==> src/ssc_defs.svh <==
// register offsets, field positions, reset values and timing counts
`ifndef SSC_DEFS_SVH
`define SSC_DEFS_SVH

`define SSC_ADDR_W          8
`define SSC_OFF_CTRL        8'h00
`define SSC_OFF_STATUS      8'h04
`define SSC_OFF_IRQ_STAT    8'h08
`define SSC_OFF_IRQ_MASK    8'h0C
`define SSC_OFF_STANDBY     8'h10
`define SSC_OFF_FRONT       8'h14
`define SSC_OFF_DBL_REAR    8'h18
`define SSC_OFF_DBL_FRONT   8'h1C
`define SSC_OFF_BELT        8'h20
`define SSC_OFF_TIMEOUT     8'h24

`define SSC_CTRL_START      0
`define SSC_CTRL_MODE_LO    1
`define SSC_CTRL_MODE_HI    2
`define SSC_CTRL_REHOME     3

`define SSC_ST_EMPTY        4
`define SSC_ST_TOP          5
`define SSC_ST_LOCK         6
`define SSC_ST_READY        7
`define SSC_ST_ERROR        8

`define SSC_IRQ_DONE        0
`define SSC_IRQ_ERR         1
`define SSC_IRQ_EMPTY       2

`define SSC_RST_STANDBY     16'h0100
`define SSC_RST_FRONT       16'h0800
`define SSC_RST_DBL_REAR    16'h0300
`define SSC_RST_DBL_FRONT   16'h0600
`define SSC_RST_BELT        16'h0040
`define SSC_RST_TIMEOUT     16'h1000

`define SSC_CLK_PERIOD_NS   20
`define SSC_STEP_PERIOD_US  1000
`define SSC_STEP_CYCLES     ((`SSC_STEP_PERIOD_US * 1000) / `SSC_CLK_PERIOD_NS)

`endif

==> src/ssc_pkg.sv <==
// types for the stapler sequence controller
package ssc_pkg;

    typedef enum logic [3:0] {
        ST_RESET = 4'h0,
        ST_HOME  = 4'h1,
        ST_TOSB  = 4'h3,
        ST_READY = 4'h2,
        ST_GDOWN = 4'h6,
        ST_MOVE  = 4'h7,
        ST_CAMOF = 4'h5,
        ST_CAMON = 4'h4,
        ST_DELIV = 4'hC,
        ST_DCNT  = 4'hD,
        ST_RET   = 4'hF,
        ST_ERR   = 4'hE
    } ssc_state_e;

    typedef enum logic [1:0] {
        MODE_REAR   = 2'h0,
        MODE_FRONT  = 2'h1,
        MODE_CENTER = 2'h2,
        MODE_SADDLE = 2'h3
    } ssc_mode_e;

    typedef logic [15:0] ssc_word_t;

endpackage : ssc_pkg

==> src/ssc_stapler_ctrl.sv <==
// stapler carriage, cam and post-staple delivery sequencer
`timescale 1ns/1ps
`default_nettype none
`include "ssc_defs.svh"

// Summary of operation
// - home carriage frontward after reset or door close
// - stop slide motor when home sensor sees plate
// - then step rearward configured count to standby
// - lower swing guide with paddle motor reversed
// - carriage waits at rear standby between jobs
// - host command moves carriage to mode position
// - rear single staples at standby without moving
// - front single goes out, staples, returns
// - double modes staple rear then front
// - staple cycle is one cam revolution
// - cam off home while ready: run motor forward until on
// - staple motor never runs without interlock
// - sample staple empty and top sensors
// - after stapling run delivery motor forward
// - belt sensor off plus count raises guide
// - guide rise starts carriage return to standby
module ssc_stapler_ctrl #(
    parameter int STEP_CYCLES = `SSC_STEP_CYCLES
) (
    input  wire logic                      ref_clk_i,
    input  wire logic                      rst_b_i,
    input  wire logic [`SSC_ADDR_W-1:0]    reg_addr_i,
    input  wire logic [31:0]               reg_wdata_i,
    input  wire logic                      reg_wr_i,
    input  wire logic                      reg_rd_i,
    output logic      [31:0]               reg_rdata_o,
    input  wire logic                      carriage_home_sensor_i,
    input  wire logic                      cam_home_sensor_i,
    input  wire logic                      staple_empty_sensor_i,
    input  wire logic                      staple_top_sensor_i,
    input  wire logic                      staple_safety_interlock_i,
    input  wire logic                      delivery_belt_home_sensor_i,
    input  wire logic                      swing_guide_home_sensor_i,
    input  wire logic                      front_door_closed_i,
    output logic                           carriage_slide_step_o,
    output logic                           carriage_slide_rear_o,
    output logic                           paddle_motor_step_o,
    output logic                           paddle_motor_rev_o,
    output logic                           delivery_motor_step_o,
    output logic                           staple_fold_motor_fwd_o,
    output logic                           irq_o
);
    import ssc_pkg::*;

    localparam int NS = 8;
    localparam logic [NS-1:0] SYNC_RST = 8'h80;

    function automatic logic hit(input logic [`SSC_ADDR_W-1:0] a,
                                 input logic [`SSC_ADDR_W-1:0] off);
        hit = (a == off);
    endfunction : hit

    // two-flop synchronisers for all pin inputs
    logic [NS-1:0] pin_raw;
    logic [NS-1:0] sync1_r;
    logic [NS-1:0] sync2_r;
    assign pin_raw = {front_door_closed_i, swing_guide_home_sensor_i,
                      delivery_belt_home_sensor_i,
                      staple_safety_interlock_i, staple_top_sensor_i,
                      staple_empty_sensor_i, cam_home_sensor_i,
                      carriage_home_sensor_i};
    genvar g;
    generate
        for (g = 0; g < NS; g++)
        begin : g_sync
            always_ff @(posedge ref_clk_i or negedge rst_b_i)
            begin
                if (!rst_b_i)
                begin
                    sync1_r[g] <= SYNC_RST[g];
                    sync2_r[g] <= SYNC_RST[g];
                end
                else
                begin
                    sync1_r[g] <= pin_raw[g];
                    sync2_r[g] <= sync1_r[g];
                end
            end
        end
    endgenerate

    logic car_home_s;
    logic cam_home_s;
    logic empty_s;
    logic top_s;
    logic lock_s;
    logic belt_s;
    logic guide_s;
    logic door_s;
    assign car_home_s = sync2_r[0];
    assign cam_home_s = sync2_r[1];
    assign empty_s    = sync2_r[2];
    assign top_s      = sync2_r[3];
    assign lock_s     = sync2_r[4];
    assign belt_s     = sync2_r[5];
    assign guide_s    = sync2_r[6];
    assign door_s     = sync2_r[7];

    // registers
    ssc_word_t standby_r;
    ssc_word_t front_r;
    ssc_word_t dbl_rear_r;
    ssc_word_t dbl_front_r;
    ssc_word_t belt_r;
    ssc_word_t timeout_r;
    logic [2:0] irq_stat_r;
    logic [2:0] irq_mask_r;
    ssc_mode_e  mode_r;
    logic       start_p;
    logic       rehome_p;
    logic       wr_ctrl;

    assign wr_ctrl  = reg_wr_i && hit(reg_addr_i, `SSC_OFF_CTRL);
    assign start_p  = wr_ctrl && reg_wdata_i[`SSC_CTRL_START];
    assign rehome_p = wr_ctrl && reg_wdata_i[`SSC_CTRL_REHOME];

    always_ff @(posedge ref_clk_i or negedge rst_b_i)
    begin
        if (!rst_b_i)
        begin
            standby_r   <= `SSC_RST_STANDBY;
            front_r     <= `SSC_RST_FRONT;
            dbl_rear_r  <= `SSC_RST_DBL_REAR;
            dbl_front_r <= `SSC_RST_DBL_FRONT;
            belt_r      <= `SSC_RST_BELT;
            timeout_r   <= `SSC_RST_TIMEOUT;
            irq_mask_r  <= 3'h0;
        end
        else if (reg_wr_i)
        begin
            if (hit(reg_addr_i, `SSC_OFF_STANDBY))
                standby_r <= reg_wdata_i[15:0];
            if (hit(reg_addr_i, `SSC_OFF_FRONT))
                front_r <= reg_wdata_i[15:0];
            if (hit(reg_addr_i, `SSC_OFF_DBL_REAR))
                dbl_rear_r <= reg_wdata_i[15:0];
            if (hit(reg_addr_i, `SSC_OFF_DBL_FRONT))
                dbl_front_r <= reg_wdata_i[15:0];
            if (hit(reg_addr_i, `SSC_OFF_BELT))
                belt_r <= reg_wdata_i[15:0];
            if (hit(reg_addr_i, `SSC_OFF_TIMEOUT))
                timeout_r <= reg_wdata_i[15:0];
            if (hit(reg_addr_i, `SSC_OFF_IRQ_MASK))
                irq_mask_r <= reg_wdata_i[2:0];
        end
    end

    // step rate enable
    logic [31:0] div_r;
    logic        tick;
    assign tick = (div_r == 32'(STEP_CYCLES - 1));
    always_ff @(posedge ref_clk_i or negedge rst_b_i)
    begin
        if (!rst_b_i)
            div_r <= 32'h0;
        else if (tick)
            div_r <= 32'h0;
        else
            div_r <= div_r + 32'h1;
    end

    // sequencer
    ssc_state_e state_r;
    ssc_state_e state_nxt;
    ssc_word_t  pos_r;
    ssc_word_t  target;
    ssc_word_t  tmo_r;
    ssc_word_t  cnt_r;
    logic       second_r;
    logic       door_d_r;
    logic       door_rise;
    logic       at_target;
    logic       tmo_hit;
    logic       slide_go;
    logic       slide_rear;
    logic       accept;

    assign door_rise = door_s && !door_d_r;
    assign accept    = start_p && (state_r == ST_READY);
    assign tmo_hit   = (state_r == ST_HOME || state_r == ST_CAMOF ||
                        state_r == ST_CAMON) && (tmo_r == timeout_r);

    always_comb
    begin
        target = standby_r;
        if (state_r == ST_MOVE)
        begin
            case (mode_r)
                MODE_FRONT:  target = front_r;
                MODE_CENTER,
                MODE_SADDLE: target = second_r ? dbl_front_r : dbl_rear_r;
                default:     target = standby_r;
            endcase
        end
    end
    assign at_target = (pos_r == target);

    always_comb
    begin
        state_nxt = state_r;
        case (state_r)
            ST_RESET: state_nxt = ST_HOME;
            ST_HOME:
                if (car_home_s)
                    state_nxt = ST_TOSB;
            ST_TOSB:
                if (at_target)
                    state_nxt = ST_READY;
            ST_READY:
                if (accept)
                    state_nxt = ST_GDOWN;
            ST_GDOWN:
                if (lock_s)
                    state_nxt = ST_MOVE;
            ST_MOVE:
                if (at_target)
                    state_nxt = ST_CAMOF;
            ST_CAMOF:
                if (!cam_home_s)
                    state_nxt = ST_CAMON;
            ST_CAMON:
                if (cam_home_s)
                begin
                    if ((mode_r == MODE_CENTER || mode_r == MODE_SADDLE)
                        && !second_r)
                        state_nxt = ST_MOVE;
                    else
                        state_nxt = ST_DELIV;
                end
            ST_DELIV:
                if (!belt_s)
                    state_nxt = ST_DCNT;
            ST_DCNT:
                if (cnt_r == belt_r)
                    state_nxt = ST_RET;
            ST_RET:
                if (at_target && guide_s)
                    state_nxt = ST_READY;
            ST_ERR:  state_nxt = ST_ERR;
            default: state_nxt = ST_RESET;
        endcase
        if (tmo_hit)
            state_nxt = ST_ERR;
        if (door_rise || rehome_p)
            state_nxt = ST_HOME;
    end

    always_ff @(posedge ref_clk_i or negedge rst_b_i)
    begin
        if (!rst_b_i)
        begin
            state_r  <= ST_RESET;
            door_d_r <= 1'b1;
        end
        else
        begin
            state_r  <= state_nxt;
            door_d_r <= door_s;
        end
    end

    always_ff @(posedge ref_clk_i or negedge rst_b_i)
    begin
        if (!rst_b_i)
        begin
            mode_r   <= MODE_REAR;
            second_r <= 1'b0;
        end
        else if (accept)
        begin
            mode_r   <= ssc_mode_e'(reg_wdata_i[`SSC_CTRL_MODE_HI:
                                                `SSC_CTRL_MODE_LO]);
            second_r <= 1'b0;
        end
        else if (state_r == ST_CAMON && cam_home_s)
            second_r <= 1'b1;
    end

    // watchdog and delivery pulse count
    always_ff @(posedge ref_clk_i or negedge rst_b_i)
    begin
        if (!rst_b_i)
            tmo_r <= 16'h0;
        else if (state_nxt != state_r)
            tmo_r <= 16'h0;
        else if (tick && !tmo_hit)
            tmo_r <= tmo_r + 16'h1;
    end

    always_ff @(posedge ref_clk_i or negedge rst_b_i)
    begin
        if (!rst_b_i)
            cnt_r <= 16'h0;
        else if (state_r != ST_DCNT)
            cnt_r <= 16'h0;
        else if (tick && cnt_r != belt_r)
            cnt_r <= cnt_r + 16'h1;
    end

    // carriage slide motion
    always_comb
    begin
        slide_go   = 1'b0;
        slide_rear = 1'b0;
        case (state_r)
            ST_HOME:
                slide_go = !car_home_s;
            ST_TOSB, ST_MOVE, ST_RET:
            begin
                slide_go   = !at_target;
                slide_rear = (pos_r < target);
            end
            default: slide_go = 1'b0;
        endcase
    end

    always_ff @(posedge ref_clk_i or negedge rst_b_i)
    begin
        if (!rst_b_i)
            pos_r <= 16'h0;
        else if (state_r == ST_HOME)
            pos_r <= 16'h0;
        else if (tick && slide_go)
            pos_r <= slide_rear ? pos_r + 16'h1 : pos_r - 16'h1;
    end

    // motor outputs
    logic cam_want;
    assign cam_want = (state_r == ST_CAMOF || state_r == ST_CAMON) ||
                      (state_r == ST_READY && !cam_home_s);

    always_ff @(posedge ref_clk_i or negedge rst_b_i)
    begin
        if (!rst_b_i)
        begin
            carriage_slide_step_o   <= 1'b0;
            carriage_slide_rear_o   <= 1'b0;
            paddle_motor_step_o     <= 1'b0;
            paddle_motor_rev_o      <= 1'b0;
            delivery_motor_step_o   <= 1'b0;
            staple_fold_motor_fwd_o <= 1'b0;
        end
        else
        begin
            carriage_slide_step_o   <= tick && slide_go;
            carriage_slide_rear_o   <= slide_rear;
            paddle_motor_step_o     <= tick &&
                ((state_r == ST_GDOWN && !lock_s) ||
                 (state_r == ST_RET && !guide_s));
            paddle_motor_rev_o      <= (state_r == ST_GDOWN);
            delivery_motor_step_o   <= tick &&
                (state_r == ST_DELIV || state_r == ST_DCNT ||
                 state_r == ST_RET);
            staple_fold_motor_fwd_o <= cam_want && lock_s && !tmo_hit &&
                (state_nxt != ST_ERR);
        end
    end

    // interrupts: set wins over write-one-to-clear
    logic [2:0] irq_set;
    logic       empty_d_r;
    assign irq_set = {empty_s && !empty_d_r,
                      state_nxt == ST_ERR && state_r != ST_ERR,
                      state_r == ST_RET && state_nxt == ST_READY};
    always_ff @(posedge ref_clk_i or negedge rst_b_i)
    begin
        if (!rst_b_i)
        begin
            irq_stat_r <= 3'h0;
            empty_d_r  <= 1'b0;
        end
        else
        begin
            empty_d_r <= empty_s;
            if (reg_wr_i && hit(reg_addr_i, `SSC_OFF_IRQ_STAT))
                irq_stat_r <= (irq_stat_r & ~reg_wdata_i[2:0]) | irq_set;
            else
                irq_stat_r <= irq_stat_r | irq_set;
        end
    end
    assign irq_o = |(irq_stat_r & irq_mask_r);

    // read port, data in the cycle after the strobe
    ssc_word_t status_w;
    always_comb
    begin
        status_w = 16'h0;
        status_w[3:0] = state_r;
        status_w[`SSC_ST_EMPTY] = empty_s;
        status_w[`SSC_ST_TOP]   = top_s;
        status_w[`SSC_ST_LOCK]  = lock_s;
        status_w[`SSC_ST_READY] = (state_r == ST_READY);
        status_w[`SSC_ST_ERROR] = (state_r == ST_ERR);
    end

    always_ff @(posedge ref_clk_i or negedge rst_b_i)
    begin
        if (!rst_b_i)
            reg_rdata_o <= 32'h0;
        else if (!reg_rd_i)
            reg_rdata_o <= 32'h0;
        else
        begin
            case (reg_addr_i)
                `SSC_OFF_CTRL:      reg_rdata_o <= {29'h0, mode_r, 1'b0};
                `SSC_OFF_STATUS:    reg_rdata_o <= {16'h0, status_w};
                `SSC_OFF_IRQ_STAT:  reg_rdata_o <= {29'h0, irq_stat_r};
                `SSC_OFF_IRQ_MASK:  reg_rdata_o <= {29'h0, irq_mask_r};
                `SSC_OFF_STANDBY:   reg_rdata_o <= {16'h0, standby_r};
                `SSC_OFF_FRONT:     reg_rdata_o <= {16'h0, front_r};
                `SSC_OFF_DBL_REAR:  reg_rdata_o <= {16'h0, dbl_rear_r};
                `SSC_OFF_DBL_FRONT: reg_rdata_o <= {16'h0, dbl_front_r};
                `SSC_OFF_BELT:      reg_rdata_o <= {16'h0, belt_r};
                `SSC_OFF_TIMEOUT:   reg_rdata_o <= {16'h0, timeout_r};
                default:            reg_rdata_o <= 32'h0;
            endcase
        end
    end
endmodule : ssc_stapler_ctrl
`default_nettype wire

==> config.mk <==
export PLATFORM = sky130hd
export DESIGN_NAME = ssc_stapler_ctrl
export DESIGN_NICKNAME = d
export VERILOG_FILES = /design/src/ssc_pkg.sv /design/src/ssc_stapler_ctrl.sv
export VERILOG_INCLUDE_DIRS = /design/src
export SDC_FILE = /design/constraint.sdc
export NUM_CORES = 1
export LEC_CHECK = 0
export ABC_AREA = 0
export BUFFER_PORTS_ARGS = -buffer_cell sky130_fd_sc_hd__buf_4
export CAP_MARGIN = 10
export CORE_ASPECT_RATIO = 1.1
export CORE_MARGIN = 1.5
export CORE_UTILIZATION = 45
export DETAILED_ROUTE_END_ITERATION = 8
export SYNTH_ARGS = -nofsm -noshare
export SYNTH_HDL_FRONTEND = slang
export SYNTH_SLANG_ARGS = --single-unit
==> constraint.sdc <==
create_clock -name ref_clk_i -period 7.4 [get_ports ref_clk_i]
set_input_delay 0.37 -clock ref_clk_i [delete_from_list [all_inputs] [get_ports ref_clk_i]]
set_output_delay 0.37 -clock ref_clk_i [all_outputs]
set_load 0.005 [all_outputs]
Word level (Yosys, flattened, before mapping)
Index checks and enable logic that the tools add are counted.
{"block": "word_totals", "in_bits": 52, "out_inout_bits": 39, "register_bits": 245, "wordCells": 175}
{"block": "classes", "eq_ne": 34, "addsub": 5, "n_bitwise": 5, "reduce_logical": 58, "magnitude_cmp": 1, "muxes": 32}
{"cell": "16-bit two-way mux", "n": 10}
{"cell": "16-bit one-hot mux with 10 select lines", "n": 1}
{"cell": "4-bit two-way mux", "n": 13}
{"cell": "16-bit by 1-bit adder with 16-bit output (second input constant)", "n": 3}
{"cell": "16-bit == test", "n": 3}
{"cell": "4-bit one-hot mux with 12 select lines", "n": 1}
{"cell": "32-bit by 1-bit adder with 32-bit output (second input constant)", "n": 1}
{"cell": "32-bit by 16-bit == test with 1-bit output (second input constant)", "n": 1}
{"cell": "8-bit by 5-bit == test with 1-bit output (second input constant)", "n": 4}
{"cell": "32-bit two-way mux", "n": 1}
{"cell": "16-bit one-hot mux with 2 select lines", "n": 1}
{"cell": "1-bit logical AND", "n": 24}
{"cell": "4-bit == test (second input constant)", "n": 5}
{"cell": "4-bit by 3-bit == test with 1-bit output (second input constant)", "n": 4}
{"cell": "8-bit by 4-bit == test with 1-bit output (second input constant)", "n": 2}
{"cell": "8-bit by 6-bit == test with 1-bit output (second input constant)", "n": 2}
{"cell": "16-bit < comparator", "n": 1}
{"cell": "16-bit != test", "n": 1}
{"cell": "16-bit by 1-bit subtractor with 16-bit output (second input constant)", "n": 1}
{"cell": "2-bit AND reduction", "n": 7}
{"cell": "4-bit by 2-bit == test with 1-bit output (second input constant)", "n": 3}
{"cell": "4-bit != test (second input constant)", "n": 3}
{"cell": "1-bit logical NOT", "n": 9}
{"cell": "1-bit logical OR", "n": 9}
{"cell": "16 further kinds", "n": 25}

Logic depth before layout (Yosys ltp)
Gate-level depths: netlist of the first run.
{"block": "depth", "word_depth": 14, "mapped_depth": 21, "depth_no_buf": 19}

Worst setup path before layout of the first run
Ideal clock, no wire load.
{"block": "synth_timing", "path_type": "reg-to-reg", "start": "register state_r[3]", "end": "register pos_r[15]", "arrival_time_ns": 5.636, "setup_time_ns": 0.066, "required_time_ns": 7.334, "stages_incl_launch_ff": 22, "setup_slack_ns": 1.699, "path_buffers": 2, "cell_sequence": "dfrtp_1 -> nand2b_1 -> nor2_1 -> and2_0 -> clkbuf_1 -> clkbuf_1 -> nand2_1 -> o221ai_1 -> ha_1 -> a21o_1 -> a21o_1 -> a2111oi_0 -> o221ai_1 -> ha_1 -> a211oi_1 -> o21a_1 -> nor3_1 -> or4_1 -> a311oi_1 -> o311ai_0 -> a211o_1 -> nand2_1"}
{"block": "synth_between", "elab_chain_cells": 7}
{"element": "from (decl)", "line": "ssc_stapler_ctrl.sv:169", "text": "ssc_state_e state_r;"}
{"element": "from (signal assigned)", "line": "ssc_stapler_ctrl.sv:263", "text": "state_r <= state_nxt;"}
{"element": "4-bit by 3-bit == test with 1-bit output", "line": "ssc_stapler_ctrl.sv:192, ssc_stapler_ctrl.sv:311"}
{"element": "16-bit two-way mux", "line": "ssc_stapler_ctrl.sv:192", "text": "if (state_r == ST_MOVE)"}
{"element": "16-bit < comparator or 16-bit == test (tied branches)", "line": "ssc_stapler_ctrl.sv:317, ssc_stapler_ctrl.sv:202"}
{"element": "1-bit two-way mux or 1-bit logical NOT (tied branches)", "line": "ssc_stapler_ctrl.sv:311, ssc_stapler_ctrl.sv:316"}
{"element": "16-bit two-way mux or 1-bit one-hot mux with 2 select lines (tied branches)", "line": "ssc_stapler_ctrl.sv:330, ssc_stapler_ctrl.sv:311"}
{"element": "16-bit two-way mux or 1-bit logical AND (tied branches)", "line": "ssc_stapler_ctrl.sv:329", "text": "else if (tick && slide_go)"}
{"element": "16-bit two-way mux or 2-bit nonzero test (tied branches)"}
{"element": "to (signal assigned)", "line": "ssc_stapler_ctrl.sv:330", "text": "pos_r <= slide_rear ? pos_r + 16'h1 : pos_r - 16'h1;"}
{"element": "to (decl)", "line": "ssc_stapler_ctrl.sv:171", "text": "ssc_word_t pos_r;"}
Parallel ways exist; a longest one is shown, timed or not. The select of a mux whose other input is x is not followed.
A chain may end at the register's enable or synchronous reset.

Worst setup path in the final report of the first run
{"block": "layout_timing", "start": "register state_r[2]", "end": "register pos_r[15]"}
The elaborated chain is that of the path after synthesis.

==> flow_metrics.env, run 1 <==
export IMPL_hold_viol=0
export IMPL_tightest_slew_ns=1.05
export IMPL_place_ws_ns=1.12
export IMPL_swShare=0.282
export IMPL_rrSetupSlack_ns=1.09
export IMPL_slowest_stage="dfrtp_1"
export IMPL_yosys_register_bits=229
export IMPL_yosysWarnings=0
export IMPL_setup_viol=0
export IMPL_place_congestion=0.894
export IMPL_intPower_mw=2.22
export IMPL_fin_nets=1284
export IMPL_fp_dieW_um=158
export IMPL_cts_max_level=1
export IMPL_crit_fanout=17
export IMPL_critPathLaunch="state_r[2]$_DFF_PN0_"
export IMPL_clock_sinks=229
export IMPL_grt_pass1_wl_um=49100
export IMPL_drc_errors=0
export IMPL_hpwlAfterDp_um=21800
export IMPL_vias=8872
export IMPL_grt_usage=0.227
export IMPL_wl_um=30200
export IMPL_fp_row_count=62
export IMPL_crit_family="compound AO/OA/AOI/OAI gates"
export IMPL_period_share=0.853
export IMPL_r2r_start="state_r[2]$_DFF_PN0_"
export IMPL_drive_gt1_frac=0.197
export IMPL_irDropWorstVdd_uv=149
export IMPL_diodes=0
export IMPL_postSynthAreaPerCell_um2=10.6
export IMPL_clk_latency_ns=0.53
export IMPL_fin_ws_ns=1.09
export IMPL_cpPeakStageDelay_ns=0.69
export IMPL_vias_per_cell=5.66
export IMPL_areaGrowthSynthToFinish_pct=14.4
export IMPL_max_cap_viol_count=0
export IMPL_ys_async_sr_fraction=1.00
export IMPL_endpoint_kind="flip-flop"
export IMPL_ys_seq_area_frac=0.482
export IMPL_drtIter0Drc=814
export IMPL_reg2reg_to="pos_r[15]$_DFFE_PN0P_"
export IMPL_clkPwrFrac=0.413
export IMPL_cp_num_buf_inv=0
export IMPL_cts_tree="yes"
export IMPL_max_slew_margin=0.303
export IMPL_min_from="reg_wdata_i[4]"
export IMPL_seqPwrFrac=0.450
export IMPL_syn_instance_count=1129
export IMPL_core_um2=26100
export IMPL_syn_area_um2=11900
export IMPL_antenna_found_initial=0
export IMPL_synth_edf_count=0
export IMPL_leakagePower_nw=6.26
export IMPL_drtPass1Iterations=5
export IMPL_grt_max_degree=115
export IMPL_rsz0062_at_grt="false"
export IMPL_start_util=0.457
export IMPL_numCtsBuffers=26
export IMPL_grt_pass1_vias=8803
export IMPL_synth_cell_type_count=64
export IMPL_grt_overflow=0
export IMPL_io_pins=91
export IMPL_yosys_area_top_type="dfrtp_1"
export IMPL_p_sw_mw=0.870
export IMPL_wire_per_inst_um=19.2
export IMPL_synth_top_cell_area_share=0.458
export IMPL_whs_path_depth=2
export IMPL_worstPathArrival_ns=6.78
export IMPL_die_h_um=174
export IMPL_dieArea_um2=27500
export IMPL_reg2reg_depth=19
export IMPL_path_cells="nor2b_1, nand3_1, nor2_1, a21oi_1, o221ai_1, ha_1, a2111oi_0, o21ai_0, a221oi_1, o221ai_1, ha_1, a211oi_1, o21a_1, nor3_1, or4_1, a311oi_1, o311ai_0, a211o_1, nand2_1"
export IMPL_clockRootBuffer="clkbuf_16"
export IMPL_path_class="flip-flop to flip-flop"
export IMPL_postCtsSetupBuffers=0
export IMPL_slew_viol_final=0
export IMPL_clkSlewWorstSetupHoldPaths_ns=0.06
export IMPL_final_setup_tns_ns=0
export IMPL_power_frac_comb=0.137
export IMPL_crit_path_start_kind="flip-flop"
export IMPL_holdPathEnd="front_r[4]$_DFFE_PN0P_"
export IMPL_status="finished, final reports clean"
export IMPL_timing_final_crit_period_ns=6.31
export IMPL_largest_register_ffs=32
export IMPL_synth_main_ff_cell="dfrtp_1"
export IMPL_top_register="div_r"
export IMPL_portBuffers=58
export IMPL_hp_class="input pin to flip-flop"
export IMPL_cp_data_required_time_ns=7.87
export IMPL_cts_buffer_depth=3
export IMPL_fmax_mhz=158
export IMPL_skew_ns=0.0115
export IMPL_drtAntennaViolNets=0
export IMPL_power_density_nw_per_um2=227
export IMPL_synth_area_leaders="dfrtp_1, mux2_2, xnor2_1"
-- layout make-up --
class / count / area, um2
inverter: 18 / 67.6
multi-input combinational: 839 / 5880
clock inverter: 13 / 125
clock buffer: 35 / 726
sequential: 229 / 5740
timing repair buffer: 82 / 646
fill: 2340 / 12400
tap: 352 / 440
-- synth_stat cells, types with 17 or more instances --
library cell	count
dfrtp_1	218
nor2_1	128
mux2_2	104
nand2_1	97
a21oi_1	65
xnor2_1	59
xor2_1	38
clkbuf_1	36
ha_1	35
mux2i_1	30
nand3_1	29
o21ai_0	26
nand4_1	24
a222oi_1	17
inv_1	17
-- worst max path at each step --
stage / to / slack, ns / cells after the start
3_5_place_dp: pos_r[15]$_DFFE_PN0P_ / 1.12 / 20
2_1_floorplan: pos_r[15]$_DFFE_PN0P_ / 1.70 / 21
5_1_grt: pos_r[15]$_DFFE_PN0P_ / 0.51 / 19
3_3_place_gp: pos_r[15]$_DFFE_PN0P_ / 1.20 / 19
6_report: pos_r[15]$_DFFE_PN0P_ / 1.09 / 19
4_1_cts: pos_r[15]$_DFFE_PN0P_ / 1.08 / 19
-- per-stage QoR --
stage	total power, mW	util	instances	cell area, um2	hold WS, ns
finish	3.09	0.523	1568	13600	0.138
global placement	1.82	0.487	1511	12700	0.333
floorplan	1.67	-	1144	12000	0.0744
CTS	3.12	0.523	1568	13600	0.123
global route	3.23	0.523	1568	13600	0.132
detailed placement	1.83	0.487	1511	12700	0.335
-- worst reg2reg max path: stages, from the launching register on --
cell and delay [ns]:
dfrtp_1 0.69, nor2b_1 0.36, nand3_1 0.52, nor2_1 0.25, a21oi_1 0.09, o221ai_1 0.28, ha_1 0.31, a2111oi_0 0.35
o21ai_0 0.16, a221oi_1 0.29, o221ai_1 0.41, ha_1 0.45, a211oi_1 0.31, o21a_1 0.21, nor3_1 0.06, or4_1 0.57
a311oi_1 0.32, o311ai_0 0.21, a211o_1 0.33, nand2_1 0.06
-- cell usage in the layout (no fill, tap or decap), types with 16 or more instances in the layout --
cell type  instances
buf_4             72
nand3_1           29
o221ai_1          16
clkbuf_16         27
inv_1             17
a21oi_1           65
nor2_1           128
nand4_1           24
xor2_1            38
dfrtp_1          218
a222oi_1          17
nand2_1           97
conb_1            16
o21ai_0           26
ha_1              35
xnor2_1           59
mux2i_1           30
mux2_2           104
-- timing repair --
item	in CTS	in global routing
resized for setup	0	0
hold buffers	9	0
hold endpoints to repair	114	0
-- routing by layer --
| layer | share of wire | track usage | up-vias |
|---|---|---|---|
| li1 | - | - | 4197 |
| met1 | 0.45 | 0.319 | 4404 |
| met2 | 0.47 | 0.363 | 219 |
| met3 | 0.051 | 0.0330 | 52 |
| met4 | 0.026 | 0.0674 | 0 |
| met5 | 0 | 0 | - |
-- cell families (layout without fill, tap and decap cells) --
logic type      count (synthesis)  count (layout)  share of synthesized area
simple gates                  369             369                      0.148
flops                         229             229                      0.482
compound gates                187             187                      0.106
mux                           134             134                      0.124
xor+xnor                       97              97                     0.0713
buf+inv                        76             148                     0.0297
fa+ha+maj                      36              36                     0.0384
other cells                     1              16                   0.000315
-- power by group through the flow --
stage / Combinational, mW / Clock (mW) / Sequential (mW)
6_report: 0.422 / 1.28 / 1.39
5_1_grt: 0.471 / 1.36 / 1.40
4_1_cts: 0.424 / 1.30 / 1.39
3_5_place_dp: 0.420 / 0 / 1.41
3_3_place_gp: 0.414 / 0 / 1.41
2_1_floorplan: 0.310 / 0 / 1.36
Power figures use the tool's default switching activity.
==> run 2: changes to the inputs <==
- clock period: 7.4 -> 6.2 ns (I/O delays scaled with it)
==> flow_metrics.env, run 2 (synthesized netlist as in run 1, its figures left out) <==
export IMPL_drtPass1Iterations=7
export IMPL_cp_data_required_time_ns=6.67
export IMPL_placed_area_um2=12700
export IMPL_slew_viol_final=0
export IMPL_clkPwrFrac=0.393
export IMPL_cts_buffer_depth=3
export IMPL_cts_max_level=1
export IMPL_grt_pass1_vias=8642
export IMPL_hold_viol=0
export IMPL_worstPathArrival_ns=6.17
export IMPL_largest_register_ffs=32
export IMPL_irDropWorstVdd_uv=203
export IMPL_clockRootBuffer="clkbuf_16"
export IMPL_grt_usage=0.224
export IMPL_areaGrowthSynthToFinish_pct=14.5
export IMPL_regArea_um2=5740
export IMPL_max_cap_viol_count=0
export IMPL_final_cell_mix="dfrtp_1, nor2_1, mux2_2"
export IMPL_multi_input_area_um2=5880
export IMPL_power_frac_comb=0.159
export IMPL_clock_sinks=229
export IMPL_rsz0062_at_grt="false"
export IMPL_final_setup_tns_ns=0
export IMPL_crit_fanout=10
export IMPL_seqPwrFrac=0.447
export IMPL_layout_commonest_cell="dfrtp_1"
export IMPL_die_h_um=174
export IMPL_cts_tree="yes"
export IMPL_hpwlAfterDp_um=21700
export IMPL_dieArea_um2=27500
export IMPL_antenna_found_initial=0
export IMPL_fmax_mhz=175
export IMPL_swShare=0.286
export IMPL_endpoint_kind="flip-flop"
export IMPL_period_share=0.921
export IMPL_place_congestion=0.848
export IMPL_grt_overflow=0
export IMPL_start_util=0.457
export IMPL_drc_errors=0
export IMPL_wl_um=30100
export IMPL_place_ws_ns=0.305
export IMPL_vias_per_cell=5.59
export IMPL_drtAntennaViolNets=0
export IMPL_grt_pass1_wl_um=48200
export IMPL_leakagePower_nw=6.28
export IMPL_fp_row_count=62
export IMPL_vias=8806
export IMPL_clkSlewWorstSetupHoldPaths_ns=0.06
export IMPL_path_class="flip-flop to flip-flop"
export IMPL_fin_ws_ns=0.493
export IMPL_crit_path_start_kind="flip-flop"
export IMPL_status="finished, final reports clean"
export IMPL_design_area_um2=13600
export IMPL_fp_dieW_um=158
export IMPL_fin_nets=1294
export IMPL_critPathLaunch="state_r[3]$_DFF_PN0_"
export IMPL_min_from="reg_wdata_i[4]"
export IMPL_rrSetupSlack_ns=0.49
export IMPL_p_sw_mw=1.03
export IMPL_r2r_start="state_r[3]$_DFF_PN0_"
export IMPL_clk_latency_ns=0.53
export IMPL_setup_viol=0
export IMPL_timing_final_crit_period_ns=5.71
export IMPL_skew_ns=0.00739
export IMPL_core_um2=26100
export IMPL_top_register="div_r"
export IMPL_fill_cells=2417
export IMPL_grt_max_degree=133
export IMPL_tightest_slew_ns=1.05
export IMPL_numCtsBuffers=25
export IMPL_io_pins=91
export IMPL_intPower_mw=2.58
export IMPL_drive_gt1_frac=0.203
export IMPL_portBuffers=58
export IMPL_hp_class="input pin to flip-flop"
export IMPL_diodes=0
export IMPL_drtIter0Drc=611
export IMPL_power_density_nw_per_um2=265
export IMPL_max_slew_margin=0.300
export IMPL_wire_per_inst_um=19.1
run 2: cell types whose count changed in the layout (fill, tap and decap cells not counted), moves of 2 or more:
cell | previous run | this run
clkinvlp_4 | 4 | 1
bufinv_16 | 2 | 0
buf_4 | 72 | 83
clkbuf_16 | 27 | 25
clkbuf_8 | 2 | 6
run 2: path summary, 6_finish.rpt:
path | to | cells after the start
worst max-delay path | pos_r[15]$_DFFE_PN0P_ | 20
worst min-delay path | dbl_front_r[4]$_DFFE_PN0P_ | 2
worst max register to register | pos_r[15]$_DFFE_PN0P_ | 20
worst min register to register | guide_s$_DFF_PN0_ | 0
max in group asynchronous | reg_rdata_o[14]$_DFF_PN0_ | 3
min in group asynchronous | div_r[1]$_DFF_PN0_ | 2
run 2: final cells by class:
| cell class | count | area share |
|---|---|---|
| clock inverters | 8 | 0.00339 |
| well taps | 352 | 0.0323 |
| repair buffers | 93 | 0.0534 |
| multi-input cells | 839 | 0.431 |
| inverters | 18 | 0.00495 |
| clock buffers | 37 | 0.0536 |
| flip-flops and latches | 229 | 0.421 |
run 2: routing by layer:
layer | wire, um | global-route usage
met5 | 0 | 0
met4 | 770 | 0.0650
met3 | 1560 | 0.0330
met2 | 14400 | 0.367
met1 | 13300 | 0.307
run 2: worst max-delay path, stage by stage (launching register included):
cell and delay (ns):
dfrtp_1 0.51, nor2b_1 0.31, nand3_1 0.28, nor2_1 0.18, a21oi_1 0.09, o221ai_1 0.25, ha_1 0.30, a21o_1 0.16
a21o_1 0.18, a2111oi_0 0.52, o221ai_2 0.35, buf_4 0.23, buf_4 0.17, ha_1 0.35, a21oi_1 0.20, nor2b_1 0.06
or4_1 0.54, a311oi_1 0.33, o311ai_0 0.23, a211o_1 0.34, nand2_1 0.06
run 2: timing repair:
action                                  in CTS  in global routing
hold buffers                                 9                  0
endpoints found under the hold margin      117                  0
resized for setup                            0                  1
setup buffers                                0                  4
endpoints found under the setup margin       0                  1
run 2: power by group through the flow:
stage | clock network (mW) | logic, mW | registers, mW
global placement | 0 | 0.561 | 1.64
global route | 1.51 | 0.633 | 1.62
finish | 1.42 | 0.575 | 1.62
floorplan | 0 | 0.370 | 1.62
CTS | 1.45 | 0.571 | 1.61
detailed placement | 0 | 0.565 | 1.64
run 2: metrics by stage:
step / power, mW / instances / util / hold WS [ns]
after floorplan: 1.99 / 1144 / - / 0.0144
after global placement: 2.20 / 1518 / 0.489 / 0.334
after detailed placement: 2.21 / 1518 / 0.489 / 0.335
after CTS: 3.64 / 1572 / 0.522 / 0.0573
after global routing: 3.77 / 1576 / 0.523 / 0.0751
final: 3.61 / 1576 / 0.523 / 0.0816
